==> src/hw/dpc_map.svh <==
// Register indices, field positions and reset values of the pattern checker.
`ifndef DPC_MAP_SVH
`define DPC_MAP_SVH
`define DPC_IDX_CTRL 10'h14B
`define DPC_IDX_CNT_I 10'h14C
`define DPC_IDX_CNT_Q 10'h14D
`define DPC_IDX_CHSEL 10'h14E
`define DPC_IDX_IRQ_STS 10'h160
`define DPC_IDX_IRQ_CLR 10'h161
`define DPC_IDX_IRQ_EN 10'h162
`define DPC_BIT_EN 0
`define DPC_BIT_RST 1
`define DPC_BIT_MODE 2
`define DPC_BIT_INV_I 3
`define DPC_BIT_INV_Q 4
`define DPC_BIT_GOOD_I 6
`define DPC_BIT_GOOD_Q 7
`define DPC_IRQ_ERR_I 0
`define DPC_IRQ_ERR_Q 1
`define DPC_IRQ_SAT 2
`define DPC_RST_CTRL 5'h10
`define DPC_RST_CHSEL 3'h7
`define DPC_RST_GOOD 1'h0
`define DPC_SEL_ALL 3'h6
`define DPC_FILL7 4'h7
`define DPC_FILL15 4'hF
`define DPC_CNT_MAX 8'hFF
`endif

==> src/hw/dpc_pkg.sv <==
// Types and shared functions of the datapath pattern checker.
`default_nettype none
package dpc_pkg;
   typedef struct packed {
      logic [14:0] shift;
      logic [3:0] fill;
      logic good;
      logic [7:0] count;
      logic err;
   } dpc_lane_st_t;

   typedef struct packed {
      logic [4:0] ctrl;
      logic [2:0] chsel;
      logic [2:0] sts;
      logic [2:0] ien;
      logic [31:0] prdata;
      logic slverr;
   } dpc_top_st_t;

   // Expected next bit from the received history; bit 0 is the newest.
   function automatic logic pattern_check_control_status_expect(input logic [14:0] s, input logic mode);
      pattern_check_control_status_expect = mode ? (s[14] ^ s[13]) : (s[6] ^ s[5]);
   endfunction
endpackage
`default_nettype wire

==> src/hw/dpc_lane_if.sv <==
// Configuration and results between the top and one lane checker.
`timescale 1ns/1ps
`default_nettype none
interface dpc_lane_if;
   logic enable;
   logic mode;
   logic invert;
   logic chk_reset;
   logic good;
   logic [7:0] count;
   logic err;
   modport chk (input enable, mode, invert, chk_reset, output good, count, err);
   modport ctl (output enable, mode, invert, chk_reset, input good, count, err);
endinterface
`default_nettype wire

==> src/hw/dpc_lane.sv <==
// One self-synchronising pattern checker lane with flag and error counter.
`timescale 1ns/1ps
`default_nettype none
`include "dpc_map.svh"
module dpc_lane (
   input wire logic pclk,
   input wire logic presetn,
   input wire logic smp_valid,
   input wire logic smp_bit,
   dpc_lane_if.chk lane
);
   import dpc_pkg::*;

   dpc_lane_st_t q, d;
   logic rx;
   logic filled;

   // ****************************************
   // Checker
   // ****************************************
   // The reference is seeded from the line itself, so no alignment is needed.
   assign rx = smp_bit ^ lane.invert;
   assign filled = q.fill >= (lane.mode ? `DPC_FILL15 : `DPC_FILL7);

   always_comb begin
      d = q;
      d.err = 1'b0;
      if (lane.chk_reset) begin
         d.count = 8'h00;
         d.good = 1'b1;
         d.fill = 4'h0;
      end else if (!lane.enable) begin
         d.fill = 4'h0;
      end else if (smp_valid) begin
         d.shift = {q.shift[13:0], rx};
         if (!filled) begin
            d.fill = q.fill + 4'h1;
         end else if (rx != pattern_check_control_status_expect(q.shift, lane.mode)) begin
            d.err = 1'b1;
            d.good = 1'b0;
            if (q.count != `DPC_CNT_MAX) begin
               d.count = q.count + 8'h01;
            end
         end
      end
   end

   always_ff @(posedge pclk or negedge presetn) begin
      if (!presetn) begin
         q <= '{shift: 15'h0000, fill: 4'h0, good: `DPC_RST_GOOD, count: 8'h00, err: 1'b0};
      end else begin
         q <= d;
      end
   end

   assign lane.good = q.good;
   assign lane.count = q.count;
   assign lane.err = q.err;

   logic chk;
   assign chk = lane.enable && !lane.chk_reset && smp_valid && filled;
endmodule
`default_nettype wire

==> src/hw/dpc_top.sv <==
// Datapath pattern checker with APB registers, readback select and interrupt.
//
// Summary of operation
// - Reference follows x^7+x^6+1 when polynomial_select is 0, x^15+x^14+1 when 1.
// - Separate match flags for the Q path (converter 1) and I path (converter 0).
// - A match flag resets to 0; from checker_counter_reset on it reads 1 while received samples follow the expected sequence.
// - A mismatch drops the flag to 0 until checker_counter_reset returns it to 1.
// - Read-only 8-bit error counts for the I path and the Q path.
// - A 3-bit select chooses the channel shown in both flags and both counts.
// - Select values 0, 1, 2 show channels 0, 1, 2 of converter 0.
// - Select values 3, 4, 5 show channels 0, 1, 2 of converter 1.
// - Select value 6 shows the OR of all flags and the sum of all counts, saturated at 255.
`timescale 1ns/1ps
`default_nettype none
`include "dpc_map.svh"
module dpc_top #(
   parameter int NUM_CH = 6
) (
   input wire logic pclk,
   input wire logic presetn,
   input wire logic [11:0] paddr,
   input wire logic psel,
   input wire logic penable,
   input wire logic pwrite,
   input wire logic [31:0] pwdata,
   input wire logic [3:0] pstrb,
   output logic [31:0] prdata,
   output logic pready,
   output logic pslverr,
   output logic irq,
   input wire logic [NUM_CH-1:0] smp_valid,
   input wire logic [NUM_CH-1:0] smp_i,
   input wire logic [NUM_CH-1:0] smp_q
);
   import dpc_pkg::*;

   dpc_top_st_t q, d;
   logic [NUM_CH-1:0] good_i, good_q, err_i, err_q;
   logic [NUM_CH-1:0][7:0] cnt_i, cnt_q;
   logic [9:0] idx;
   logic setup, wr_acc, mapped;
   logic sel_good_i, sel_good_q;
   logic [7:0] sel_cnt_i, sel_cnt_q;
   logic [2:0] sts_set;
   logic any_sat;

   // ****************************************
   // Lanes
   // ****************************************
   // Each channel carries one I lane and one Q lane with their own invert bit; enable, mode and reset are shared.
   for (genvar g = 0; g < NUM_CH; g++) begin : g_ch
      dpc_lane_if li();
      dpc_lane_if lq();
      assign li.enable = q.ctrl[`DPC_BIT_EN];
      assign li.mode = q.ctrl[`DPC_BIT_MODE];
      assign li.chk_reset = q.ctrl[`DPC_BIT_RST];
      assign li.invert = q.ctrl[`DPC_BIT_INV_I];
      assign lq.enable = q.ctrl[`DPC_BIT_EN];
      assign lq.mode = q.ctrl[`DPC_BIT_MODE];
      assign lq.chk_reset = q.ctrl[`DPC_BIT_RST];
      assign lq.invert = q.ctrl[`DPC_BIT_INV_Q];
      dpc_lane u_i (
         .pclk(pclk),
         .presetn(presetn),
         .smp_valid(smp_valid[g]),
         .smp_bit(smp_i[g]),
         .lane(li)
      );
      dpc_lane u_q (
         .pclk(pclk),
         .presetn(presetn),
         .smp_valid(smp_valid[g]),
         .smp_bit(smp_q[g]),
         .lane(lq)
      );
      assign good_i[g] = li.good;
      assign good_q[g] = lq.good;
      assign cnt_i[g] = li.count;
      assign cnt_q[g] = lq.count;
      assign err_i[g] = li.err;
      assign err_q[g] = lq.err;
   end

   // ****************************************
   // Readback select
   // ****************************************
   function automatic logic pick_flag(input logic [NUM_CH-1:0] f, input logic [2:0] sel);
      if (sel == `DPC_SEL_ALL) begin
         pick_flag = |f;
      end else if (32'(sel) < NUM_CH) begin
         pick_flag = f[sel];
      end else begin
         pick_flag = 1'b0;
      end
   endfunction

   // The sum saturates so that a busy link never wraps to a small count.
   function automatic logic [7:0] pick_count(input logic [NUM_CH-1:0][7:0] c,
                                             input logic [2:0] sel);
      logic [15:0] sum;
      sum = 16'h0000;
      pick_count = 8'h00;
      if (sel == `DPC_SEL_ALL) begin
         for (int k = 0; k < NUM_CH; k++) begin
            sum = sum + {8'h00, c[k]};
         end
         pick_count = (sum > 16'h00FF) ? `DPC_CNT_MAX : sum[7:0];
      end else if (32'(sel) < NUM_CH) begin
         pick_count = c[sel];
      end
   endfunction

   assign sel_good_i = pick_flag(good_i, q.chsel);
   assign sel_good_q = pick_flag(good_q, q.chsel);
   assign sel_cnt_i = pick_count(cnt_i, q.chsel);
   assign sel_cnt_q = pick_count(cnt_q, q.chsel);

   // ****************************************
   // Interrupt events
   // ****************************************
   always_comb begin
      any_sat = 1'b0;
      for (int k = 0; k < NUM_CH; k++) begin
         any_sat = any_sat | (cnt_i[k] == `DPC_CNT_MAX) | (cnt_q[k] == `DPC_CNT_MAX);
      end
   end

   assign sts_set = {any_sat, |err_q, |err_i};
   assign irq = |(q.sts & q.ien);

   // ****************************************
   // APB slave
   // ****************************************
   assign idx = paddr[11:2];
   assign setup = psel && !penable;
   assign wr_acc = psel && penable && pwrite && mapped;
   assign mapped = idx == `DPC_IDX_CTRL || idx == `DPC_IDX_CNT_I || idx == `DPC_IDX_CNT_Q
      || idx == `DPC_IDX_CHSEL || idx == `DPC_IDX_IRQ_STS || idx == `DPC_IDX_IRQ_CLR
      || idx == `DPC_IDX_IRQ_EN;
   assign pready = 1'b1;
   assign pslverr = q.slverr && psel && penable;
   assign prdata = q.prdata;

   always_comb begin
      d = q;
      d.sts = q.sts | sts_set;
      if (setup) begin
         d.slverr = !mapped;
         d.prdata = 32'h0000_0000;
         if (!pwrite) begin
            case (idx)
               `DPC_IDX_CTRL: d.prdata[7:0] = {sel_good_q, sel_good_i, 1'b0, q.ctrl};
               `DPC_IDX_CNT_I: d.prdata[7:0] = sel_cnt_i;
               `DPC_IDX_CNT_Q: d.prdata[7:0] = sel_cnt_q;
               `DPC_IDX_CHSEL: d.prdata[2:0] = q.chsel;
               `DPC_IDX_IRQ_STS: d.prdata[2:0] = q.sts;
               `DPC_IDX_IRQ_EN: d.prdata[2:0] = q.ien;
               default: d.prdata = 32'h0000_0000;
            endcase
         end
      end
      if (wr_acc && pstrb[0]) begin
         case (idx)
            `DPC_IDX_CTRL: d.ctrl = pwdata[4:0];
            `DPC_IDX_CHSEL: d.chsel = pwdata[2:0];
            // A new event in the same cycle survives the clear.
            `DPC_IDX_IRQ_CLR: d.sts = (q.sts & ~pwdata[2:0]) | sts_set;
            `DPC_IDX_IRQ_EN: d.ien = pwdata[2:0];
            default: d.ctrl = q.ctrl;
         endcase
      end
   end

   always_ff @(posedge pclk or negedge presetn) begin
      if (!presetn) begin
         q <= '{ctrl: `DPC_RST_CTRL, chsel: `DPC_RST_CHSEL, sts: 3'h0, ien: 3'h0,
                prdata: 32'h0000_0000, slverr: 1'b0};
      end else begin
         q <= d;
      end
   end

   // ****************************************
   // Check helpers
   // ****************************************
   // The sums are kept wide, so that saturation of the readback is checked on its own.
   logic [10:0] sum_i, sum_q;
   logic or_i, or_q;

   always_comb begin
      sum_i = 11'h000;
      sum_q = 11'h000;
      or_i = 1'b0;
      or_q = 1'b0;
      for (int k = 0; k < NUM_CH; k++) begin
         sum_i = sum_i + 11'(cnt_i[k]);
         sum_q = sum_q + 11'(cnt_q[k]);
         or_i = or_i | good_i[k];
         or_q = or_q | good_q[k];
      end
   end
endmodule
`default_nettype wire

==> config.mk <==
export PLATFORM = sky130hd
export DESIGN_NAME = dpc_top
export DESIGN_NICKNAME = d
export VERILOG_FILES = /design/src/hw/dpc_pkg.sv /design/src/hw/dpc_lane_if.sv /design/src/hw/dpc_lane.sv /design/src/hw/dpc_top.sv
export VERILOG_INCLUDE_DIRS = /design/src /design/src/hw
export SDC_FILE = /design/constraint.sdc
export NUM_CORES = 1
export LEC_CHECK = 0
export ABC_CLOCK_PERIOD_IN_PS = 6800
export BUFFER_PORTS_ARGS = -buffer_cell sky130_fd_sc_hd__buf_2
export CORE_MARGIN = 2
export CORE_UTILIZATION = 65
export CTS_BUF_LIST = sky130_fd_sc_hd__clkbuf_8
export DETAILED_ROUTE_END_ITERATION = 10
export PLACE_DENSITY_LB_ADDON = 0.1
export SLEW_MARGIN = 15
export SYNTH_ARGS = -nofsm -noshare
export SYNTH_HDL_FRONTEND = slang
export SYNTH_HIERARCHICAL = 1
export SYNTH_SLANG_ARGS = --single-unit
==> constraint.sdc <==
create_clock -name pclk -period 6.8 [get_ports pclk]
set_clock_uncertainty 0.1 [all_clocks]
set_input_delay 0.68 -clock pclk [delete_from_list [all_inputs] [get_ports pclk]]
set_output_delay 0.68 -clock pclk [all_outputs]
set_load 0.02 [all_outputs]
==> results of run 1 <==
metal layers:
metal  vias up  share of wire, %  track usage, %
met5         -                 0               0
met4         0               3.8           10.88
met3       113               5.1           5.410
met2       390                48           43.92
met1      7749                43           35.79
li1       7227                 -               -
through the flow:
stage	util [%]	total power [uW]	instance area [um2]
6_report	68.89	4474	23680
5_1_grt	68.89	4644	23680
4_1_cts	68.89	4538	23680
3_5_place_dp	64.84	2381	22290
3_3_place_gp	64.84	2378	22290
2_1_floorplan	-	2315	22700
how the worst min path moves through the flow:
stage,startpoint,endpoint
final,pwdata[3],g_ch[0].li.invert
after global routing,pwdata[4],g_ch[0].lq.invert
after CTS,pwdata[3],g_ch[0].li.invert
after detailed placement,g_ch[0].u_q/lane.err,q[37]
after global placement,g_ch[2].u_q/lane.err,q[37]
after floorplan,presetn,g_ch[0].li.chk_reset
timing repair:
item / in CTS / in global routing
hold buffers: 1 / 0
endpoints found under the hold margin: 98 / 0
gates resized for setup: 0 / 0
buffers inserted: 0 / 0
power breakdown:
group / internal, uW / switching [uW] / leakage (uW)
clock network: 1210 / 923 / 0.000756
logic: 28.1 / 90.4 / 0.00480
registers: 2210 / 5.19 / 0.00515
layout by cell type, fill, tap and decap left out, types with 57 or more instances in the layout:
| cell | instances |
|---|---|
| dfrtp_1 | 366 |
| mux2_2 | 178 |
| inv_1 | 155 |
| a21oi_1 | 128 |
| nand2_1 | 120 |
| nor2_1 | 101 |
| clkbuf_8 | 80 |
| or3_1 | 76 |
| o21ai_1 | 72 |
| fa_1 | 64 |
| nand4_1 | 63 |
| nand3_1 | 57 |
registers in the layout, indices dropped and copies added, names as in the netlist:
signal and cells:
g_ch.li.chk_reset 1, g_ch.u_i/lane.count 48, g_ch.u_q/lane.count 48, g_ch.u_i/lane.err 6
g_ch.u_i/lane.good 6, g_ch.u_q/q 114, g_ch.li.invert 1, prdata 8
g_ch.u_i/q 114, g_ch.u_q/lane.good 6, q 10, g_ch.li.enable 1
g_ch.u_q/lane.err 6, g_ch.li.mode 1, g_ch.lq.invert 1
cell type report:
class	count	area, um2	share of cell area, %
Clock buffer	80	1101	4.650
Clock inverter	34	280.3	1.184
Inverter	160	600.6	2.536
Multi-Input combinational cell	1414	11500	48.58
Sequential cell	371	9293	39.24
Tap cell	455	569.3	2.404
Timing Repair Buffer	57	332.8	1.406
worst reg2reg max path, cell delays in order, from the launching register on:
cell	delay, ps
dfrtp_1	460
inv_1	110
fa_1	550
inv_1	60
fa_1	540
inv_1	60
fa_1	470
inv_1	80
ha_1	190
inv_1	60
fa_1	390
nand2b_1	180
a211oi_1	360
or4_1	190
nand3_1	150
a2111oi_0	410
nand4b_1	170
cell families (layout without fill, tap and decap cells):
kind of cell               count (synthesis)  count (layout)  synth area share (%)
adders and majority gates                116             116                 8.544
buffers and inverters                    341             331                 8.428
and+or+nand+nor                          626             626                 16.78
xor gates and xnor gates                  65              65                 2.518
AOI/OAI and AO/OA                        332             332                 8.854
other                                      2              25               0.03321
muxes                                    250             250                 13.76
DFF                                      371             371                 41.08
==> key figures, run 1 <==
Worst setup path
  • Crit path launch type: flip-flop
  • CP Capture Type: flip-flop
  • Most Frequent Cell on Critical Path: inv_1
  • Setup CP Type: flip-flop to flip-flop
  • Data arrival, critical path: 5070 ps
  • Crit path buf inv count: 5
  • Delay-heaviest family, CP: adder cells
  • Critical Path Sink: prdata[7]
  • Origin of the critical flop-to-flop path: g_ch[0].u_i/lane.count[2]
  • CP Data Required Time: about 7300 ps
  • R2R cell count: 16
  • Reg2reg setup slack: 2200 ps
  • Max stage delay on crit path: 550 ps
  • Worst-path fanout max: 8
  • Critical path's slowest cell: fa_1
  • Crit-path cells: inv_1, fa_1, inv_1, fa_1, inv_1, fa_1, inv_1, ha_1, inv_1, fa_1, nand2b_1, a211oi_1, or4_1, nand3_1, a2111oi_0, nand4b_1
  • Crit path depth: 16
  • Endpoint of the worst register-to-register path: prdata[7]
  • Critical path origin: g_ch[0].u_i/lane.count[2]

Die
  • Die X: 190.5 um
  • Cell row count: 68
  • Core region area: 0.03437 mm2
  • Die H: 190.5 um
  • Die area: 0.03629 mm2
  • I/O Pins: 106
  • Starting density of the core: approximately 66%

Outcome
  • Status: finished clean

CTS
  • CTS clk-pin slew, worst paths: 60 ps
  • Sinks on Clock Net: 371
  • Root Driver: clkbuf_8
  • CTS Buf Count: 60
  • Clock latency on the worst-skew pair: roughly 670 ps
  • CTS tree: yes
  • # H-tree levels: 2
  • Clk buf depth: 3

Place
  • Port Buffer Count: 48
  • DPL Wire Length: 32,790 um
  • Placed cell count: 2,456
  • RD Place Congestion: 0.9278
  • Pre-CTS setup slack: 2279 ps

Timing
  • RSZ-0062 raised after global routing: false
  • Hold Slack: 156.5 ps
  • Setup TNS: 0 ps
  • Worst slew margin: 22.18%
  • Final Hold Viols: 0
  • Fin crit share: between 60% and 70%
  • Final worst slack: ~2200 ps
  • Highest Clock Rate: around 220 MHz
  • Tmin final: 4597 ps
  • Worst-Margin Slew: 1145 ps
  • Slew Limit Fails: 0
  • Final setup vio count: 0

Synthesis
  • Most frequent cell after synthesis: dfrtp_1
  • Synth area leader: dfrtp_1
  • EDFF count, synth: 0
  • Async S/R FF share, synth: between 90% and 100%
  • Synth top cells by count: dfrtp_1, mux2_2, inv_1
  • Synth top area share: 40.62%
  • Cell Area, Synth: roughly 0.023 mm2
  • Synth Register Bits: 371
  • Leading register cell type out of synthesis: dfrtp_1
  • Top cells by area, synth: dfrtp_1, mux2_2, fa_1, buf_4, ha_1
  • Synth Warn #: 6
  • Post-synthesis sequential area ratio: about two fifths
  • Unique cell type count in the Yosys netlist: 76
  • Post-Synthesis Cells: 2,103
  • Syn Area/Cell: about 11 um2

GRT
  • Grt ovf: 0
  • First-pass GRT wire length: 78,250 um
  • Largest net degree at the start of global routing: approximately 180
  • Vias in the first global route: between 15k and 20k
  • Initial antenna violation count: 0
  • Overall global routing resource usage: 27.03%

Route
  • Vias: roughly 15k
  • Per-cell routed wire length: roughly 18 um
  • Drc violations: 0
  • Starting DRT DRC Count: 1,073
  • Total Wirelength: 47,060 um
  • Routed vias/inst: 6.021
  • Drt first pass iters: 5
  • Antenna Nets Post-Route: 0

Run
  • Max-Cap Viols: 0

Worst hold path
  • Hold Crit Class: input pin to flip-flop
  • Hold Crit Depth: 2

Pwr
  • Pleak: 0.01070 uW
  • PD cells: around 190 mW/mm2
  • VDD IR max: 0.1517 mV

Layout
  • Ratio of cells with drive above 1 in the final layout: roughly 24%
  • Ant diodes: 0
  • Nets: 2,251
  • Final non-filler cell total: 2,571
  • Syn-to-layout area delta: 4.726%
  • Layout fillers: approximately 2.6k
Note: power is estimated with default switching activity, not from simulation.
==> run 2: changes to the inputs <==
--- a/config.mk
+++ b/config.mk
@@ -6,10 +6,10 @@
 export SDC_FILE = /design/constraint.sdc
 export NUM_CORES = 1
 export LEC_CHECK = 0
-export ABC_CLOCK_PERIOD_IN_PS = 6800
+export ABC_CLOCK_PERIOD_IN_PS = 3700
 export BUFFER_PORTS_ARGS = -buffer_cell sky130_fd_sc_hd__buf_2
 export CORE_MARGIN = 2
-export CORE_UTILIZATION = 65
+export CORE_UTILIZATION = 58
 export CTS_BUF_LIST = sky130_fd_sc_hd__clkbuf_8
 export DETAILED_ROUTE_END_ITERATION = 10
 export PLACE_DENSITY_LB_ADDON = 0.1
==> constraint.sdc (replaced) <==
create_clock -name pclk -period 3.7 [get_ports pclk]
set_clock_uncertainty 0.1 [all_clocks]
set_input_delay 0.37 -clock pclk [delete_from_list [all_inputs] [get_ports pclk]]
set_output_delay 0.37 -clock pclk [all_outputs]
set_load 0.02 [all_outputs]
==> key figures, run 2 (synthesis results as in run 1) <==
Outcome
  • Status: finished, violations left
  • Failing checks: setup timing

Worst setup path
  • Origin of the critical flop-to-flop path: g_ch[3].u_q/lane.count[4]
  • Data arrival, critical path: approximately 4500 ps
  • Setup CP Type: flip-flop to flip-flop
  • Crit path buf inv count: 4
  • Crit-path cells: inv_2, fa_1, inv_2, fa_1, inv_1, fa_1, inv_2, ha_4, or2_4, o221a_4, or3_1, and3b_4, o31ai_1, a22oi_1
  • Reg2reg setup slack: -360 ps
  • Worst-path fanout max: 6
  • Crit path launch type: flip-flop
  • R2R cell count: 14
  • Max stage delay on crit path: 560 ps
  • CP Data Required Time: 4090 ps
  • Endpoint of the worst register-to-register path: prdata[2]
  • Delay-heaviest family, CP: adder cells
  • CP Capture Type: flip-flop
  • Critical path's slowest cell: fa_1

Worst hold path
  • Hold Crit Start: smp_i[0]
  • Hold EP: g_ch[0].u_i/q[14]
  • Hold Crit Class: input pin to flip-flop
  • Hold Crit Depth: 3

Place
  • Pre-CTS setup slack: -363.9 ps
  • Port Buffer Count: between 40 and 50
  • DPL Wire Length: 37,790 um
  • RD Place Congestion: between 0.9 and 1

Route
  • Total Wirelength: between 50,000 and 60,000 um
  • Routed vias/inst: roughly 5.7
  • Starting DRT DRC Count: 1,114
  • Vias: 16.05k
  • Top sig layer: met4
  • Met3 wire len: 3435 um
  • Drt first pass iters: 5
  • DRT met1 WL: 23,440 um
  • Drc violations: 0
  • Antenna Nets Post-Route: 0
  • Met2 wire len: between 20,000 and 25,000 um
  • Per-cell routed wire length: 18.64 um

Timing
  • Worst slew margin: 32.08%
  • Fin crit share: 109.8%
  • Final setup vio count: 8
  • RSZ-0062 raised after global routing: true
  • Hold Slack: 40.57 ps
  • Slew Limit Fails: 0
  • Worst-Margin Slew: 1010 ps
  • Final Hold Viols: 0
  • Final worst slack: -361.9 ps
  • Highest Clock Rate: roughly 250 MHz
  • Tmin final: 4062 ps
  • Setup TNS: -2369 ps

GRT
  • Overall global routing resource usage: 26.65%
  • Initial antenna violation count: 0
  • Largest net degree at the start of global routing: roughly 110
  • Grt ovf: 0
  • First-pass GRT wire length: 85,470 um
  • Vias in the first global route: about 16k

CTS
  • CTS Buf Count: 67
  • CTS clk-pin slew, worst paths: about 60 ps
  • Clk buf depth: 3
  • Clock latency on the worst-skew pair: approximately 630 ps
  • Sinks on Clock Net: 371
  • CTS tree: yes
  • # H-tree levels: 3
  • Root Driver: clkbuf_8

Die
  • Die area: around 0.041 mm2
  • I/O Pins: 106
  • Cell row count: 72
  • Die H: 201.4 um
  • Starting density of the core: 58.64%
  • Core region area: 0.03856 mm2
  • Die X: 201.4 um

Layout
  • Most frequent cells in the layout: dfrtp_1, mux2_2, inv_1
  • Most common cell after layout, fill and taps aside: dfrtp_1
  • Nets: 2,421
  • Syn-to-layout area delta: 11.69%
  • Ratio of cells with drive above 1 in the final layout: between 30 and 40%
  • Ant diodes: 0
  • Top flop regs: g_ch.u_i/q: 114 flops, g_ch.u_q/q: 114 flops

Run
  • Max-Cap Viols: 0

Pwr
  • Sw power: between 1500 and 2000 uW
  • Clk pwr share: between 40% and 50%
  • Cell internal pwr: 6267 uW
  • Switch share: 23.40%
  • Pleak: 0.01160 uW
  • Logic pwr share: 2.9%
  • VDD IR max: 0.3198 mV
  • PD cells: ~320 mW/mm2
  • Design Power: 8182 uW
  • Share of power burned in registers: between 40% and 50%
[run 2: changes by cell type in the layout (fill, tap and decap cells not counted), sizes merged]
cell | previous run | this run
inv | 167 | 179
clkinvlp | 2 | 4
bufinv | 4 | 0
dlygate4sd3 | 1 | 14
clkbuf | 80 | 88
buf | 56 | 206
clkinv | 21 | 6
[run 2: how the worst max path moves through the flow]
| stage | start | end | slack (ps) | cells after the start |
|---|---|---|---|---|
| 2_1_floorplan | g_ch[3].u_q/lane.count[4] | prdata[5] | -400 | 15 |
| 3_3_place_gp | g_ch[3].u_q/lane.count[4] | prdata[5] | -320 | 14 |
| 3_5_place_dp | g_ch[3].u_q/lane.count[4] | prdata[5] | -360 | 14 |
| 4_1_cts | g_ch[3].u_q/lane.count[4] | prdata[5] | -370 | 14 |
| 5_1_grt | g_ch[3].u_q/lane.count[4] | prdata[5] | -500 | 14 |
| 6_report | g_ch[3].u_q/lane.count[4] | prdata[2] | -360 | 14 |
[run 2: area by class of cell]
type                            count  area, um2
Sequential cell                   371       9293
Tap cell                          518      648.1
Multi-Input combinational cell   1414      11700
Clock buffer                       88       1211
Inverter                          160      600.6
Timing Repair Buffer              220       1663
Clock inverter                     29      140.1
Fill cell                        3103      13300
[run 2: worst register-to-register path, stage by stage (launching register included)]
cell and delay (ps):
dfrtp_1 360, inv_2 40, fa_1 560, inv_2 50
fa_1 530, inv_1 50, fa_1 490, inv_2 50
ha_4 150, or2_4 250, o221a_4 240, or3_1 350
and3b_4 220, o31ai_1 380, a22oi_1 150
[run 2: layer usage]
layer / vias up / GRT usage (%)
met1: 7967 / 37.39
met4: 0 / 8.981
met3: 76 / 5.539
li1: 7550 / -
met5: - / 0
met2: 458 / 41.58
[run 2: power by group through the flow]
stage,Combinational [uW],Clock [uW],Sequential [uW]
after CTS,245,3980,4080
after detailed placement,232,0,4150
after global placement,230,0,4150
after global routing,271,4180,4080
after floorplan,105,0,4150
final,240,3860,4080
[run 2: through the flow]
| step | utilization, % | cell area, um2 | std cells |
|---|---|---|---|
| after CTS | 65.25 | 25160 | 2798 |
| after global placement | 61.24 | 23610 | 2667 |
| final | 65.50 | 25250 | 2800 |
| after detailed placement | 61.24 | 23610 | 2667 |
| after floorplan | - | 22790 | 2126 |
| after global routing | 65.50 | 25250 | 2800 |
[run 2: what timing repair did]
action | 4_1_cts | 5_1_grt
hold endpoints to repair | 122 | 0
buffers inserted | 0 | 2
hold buffers | 14 | 0
pin swaps | 10 | 9
endpoints found under the setup margin | 8 | 8
resized for setup | 16 | 16
==> run 3: changes to the inputs <==
==> constraint.sdc (replaced) <==
create_clock -name pclk -period 3.7 [get_ports pclk]
set_clock_uncertainty 0.1 [all_clocks]
set_input_delay 0.74 -clock pclk [delete_from_list [all_inputs] [get_ports pclk]]
set_output_delay 0.74 -clock pclk [all_outputs]
set_load 0.02 [all_outputs]
==> key figures, run 3 (synthesis results as in run 1) <==
Place
  • DPL Wire Length: 37,150 um
  • Dpl cell area: 0.02358 mm2
  • Pre-CTS setup slack: -422.6 ps
  • RD Place Congestion: between 0.9 and 1
  • Port Buffer Count: 48

Timing
  • Tmin final: 4176 ps
  • Worst-Margin Slew: 1215 ps
  • Slew Limit Fails: 0
  • Final Hold Viols: 0
  • Final setup vio count: 8
  • RSZ-0062 raised after global routing: true
  • Worst slew margin: 18.23%
  • Final worst slack: -475.8 ps
  • Highest Clock Rate: 239.5 MHz
  • Fin crit share: 112.9%
  • Setup TNS: -3025 ps

CTS
  • Clock latency on the worst-skew pair: between 600 and 700 ps
  • # H-tree levels: 3
  • Clk buf depth: 3
  • CTS clk-pin slew, worst paths: 70 ps
  • CTS tree: yes
  • Root Driver: clkbuf_8
  • Hold Buf Count CTS: 0
  • CTS Buf Count: 66
  • Sinks on Clock Net: 371

Route
  • Per-cell routed wire length: approximately 19 um
  • Starting DRT DRC Count: 1,116
  • Drc violations: 0
  • Met3 wire len: 3275 um
  • Vias: 16.15k
  • Met2 wire len: 23,390 um
  • Routed vias/inst: 5.803
  • Drt first pass iters: 6
  • DRT met1 WL: approximately 24,000 um
  • Antenna Nets Post-Route: 0
  • Total Wirelength: 51,620 um
  • Top sig layer: met4

GRT
  • Largest net degree at the start of global routing: 86
  • Overall global routing resource usage: a little over a quarter
  • First-pass GRT wire length: 84,920 um
  • Initial antenna violation count: 0
  • Grt ovf: 0
  • Vias in the first global route: 16.09k

Die
  • Cell row count: just over 70
  • Starting density of the core: 58.64%
  • Core region area: 0.03856 mm2
  • Die H: 201.4 um
  • Die X: 201.4 um
  • I/O Pins: 106
  • Die area: between 0.04 and 0.05 mm2

Worst setup path
  • CP Capture Type: flip-flop
  • Critical path origin: g_ch[0].u_q/lane.count[2]
  • Crit path launch type: flip-flop
  • Critical Path Sink: prdata[2]
  • Origin of the critical flop-to-flop path: g_ch[0].u_q/lane.count[2]
  • Endpoint of the worst register-to-register path: prdata[2]
  • Setup CP Type: flip-flop to flip-flop
  • CP Data Required Time: slightly above 4000 ps
  • Data arrival, critical path: 4560 ps
  • Worst-path fanout max: 6
  • Reg2reg setup slack: -480 ps
  • R2R cell count: 14

Pwr
  • VDD IR max: 0.2931 mV
  • PD cells: roughly 330 mW/mm2
  • Pleak: 0.01151 uW
  • Design Power: 8145 uW

Layout
  • Top flop regs: g_ch.u_i/q: 114 flops, g_ch.u_q/q: 114 flops
  • Ratio of cells with drive above 1 in the final layout: 30.09%
  • Design area: 0.02503 mm2
  • Layout fillers: between 3k and 4k
  • Nets: between 2k and 2.5k
  • Most common cell after layout, fill and taps aside: dfrtp_1
  • Syn-to-layout area delta: 10.70%
  • Most frequent cells in the layout: dfrtp_1, mux2_2, inv_1

Worst hold path
  • Hold Crit Class: input pin to asynchronous set/reset pin

Outcome
  • Failing checks: setup timing
  • Status: finished, violations left

Run
  • Max-Cap Viols: 0
[run 3: changes by cell type in the layout (fill, tap and decap cells not counted), sizes merged]
cell | before | now
buf | 206 | 204
bufinv | 0 | 2
clkbuf | 88 | 81
clkinvlp | 4 | 1
diode | 0 | 1
dlygate4sd3 | 14 | 0
inv | 179 | 184
[run 3: what timing repair did]
action,CTS,global route
pin swaps,4,9
setup buffers,1,2
endpoints found under the setup margin,8,8
cloned,0,0
gates resized for setup,17,7
[run 3: layout make-up]
type,instances,area (um2),share of cell area (%)
Timing Repair Buffer,204,1495,5.973
Multi-Input combinational cell,1414,11670,46.62
Inverter,160,600.6,2.399
Antenna cell,1,2.502,0.009997
Tap cell,518,648.1,2.589
Sequential cell,371,9293,37.13
Clock inverter,33,206.4,0.8248
Clock buffer,81,1115,4.454
[run 3: how the worst min path moves through the flow]
stage / startpoint / to
4_1_cts: presetn / g_ch[0].u_q/q[14]
5_1_grt: presetn / g_ch[0].u_q/q[14]
3_3_place_gp: g_ch[3].u_q/lane.err / q[37]
6_report: presetn / g_ch[0].u_q/q[14]
3_5_place_dp: g_ch[2].u_q/lane.err / q[37]
2_1_floorplan: g_ch[0].u_i/lane.err / q[36]
[run 3: stage by stage]
step | std cells | util (%) | hold slack, ps
4_1_cts | 2780 | 64.83 | 7.382
3_3_place_gp | 2665 | 61.17 | 333.1
3_5_place_dp | 2665 | 61.17 | 331.7
6_report | 2782 | 64.92 | 12.17
5_1_grt | 2781 | 64.91 | 45.58
2_1_floorplan | 2126 | - | 315.1
[run 3: power by group]
part | internal (uW) | switching, uW
combinational | 58.1 | 168
clock | 2120 | 1720
sequential | 4070 | 8.72
total | 6250 | 1900
[run 3: metal layers]
| layer | global-route usage [%] | vias up |
|---|---|---|
| met3 | 4.519 | 109 |
| met2 | 39.86 | 497 |
| met1 | 38.48 | 8004 |
| li1 | - | 7535 |
| met5 | 0 | - |
| met4 | 9.585 | 0 |
[run 3: worst max-delay path: stages, from the launching register on]
cell	delay, ps
dfrtp_1	370
inv_2	50
fa_1	540
inv_1	60
fa_1	560
fa_1	440
ha_2	200
inv_2	60
fa_2	240
nor2b_4	50
o221a_4	210
or3_1	350
and3b_4	220
o31ai_1	420
a22oi_2	150
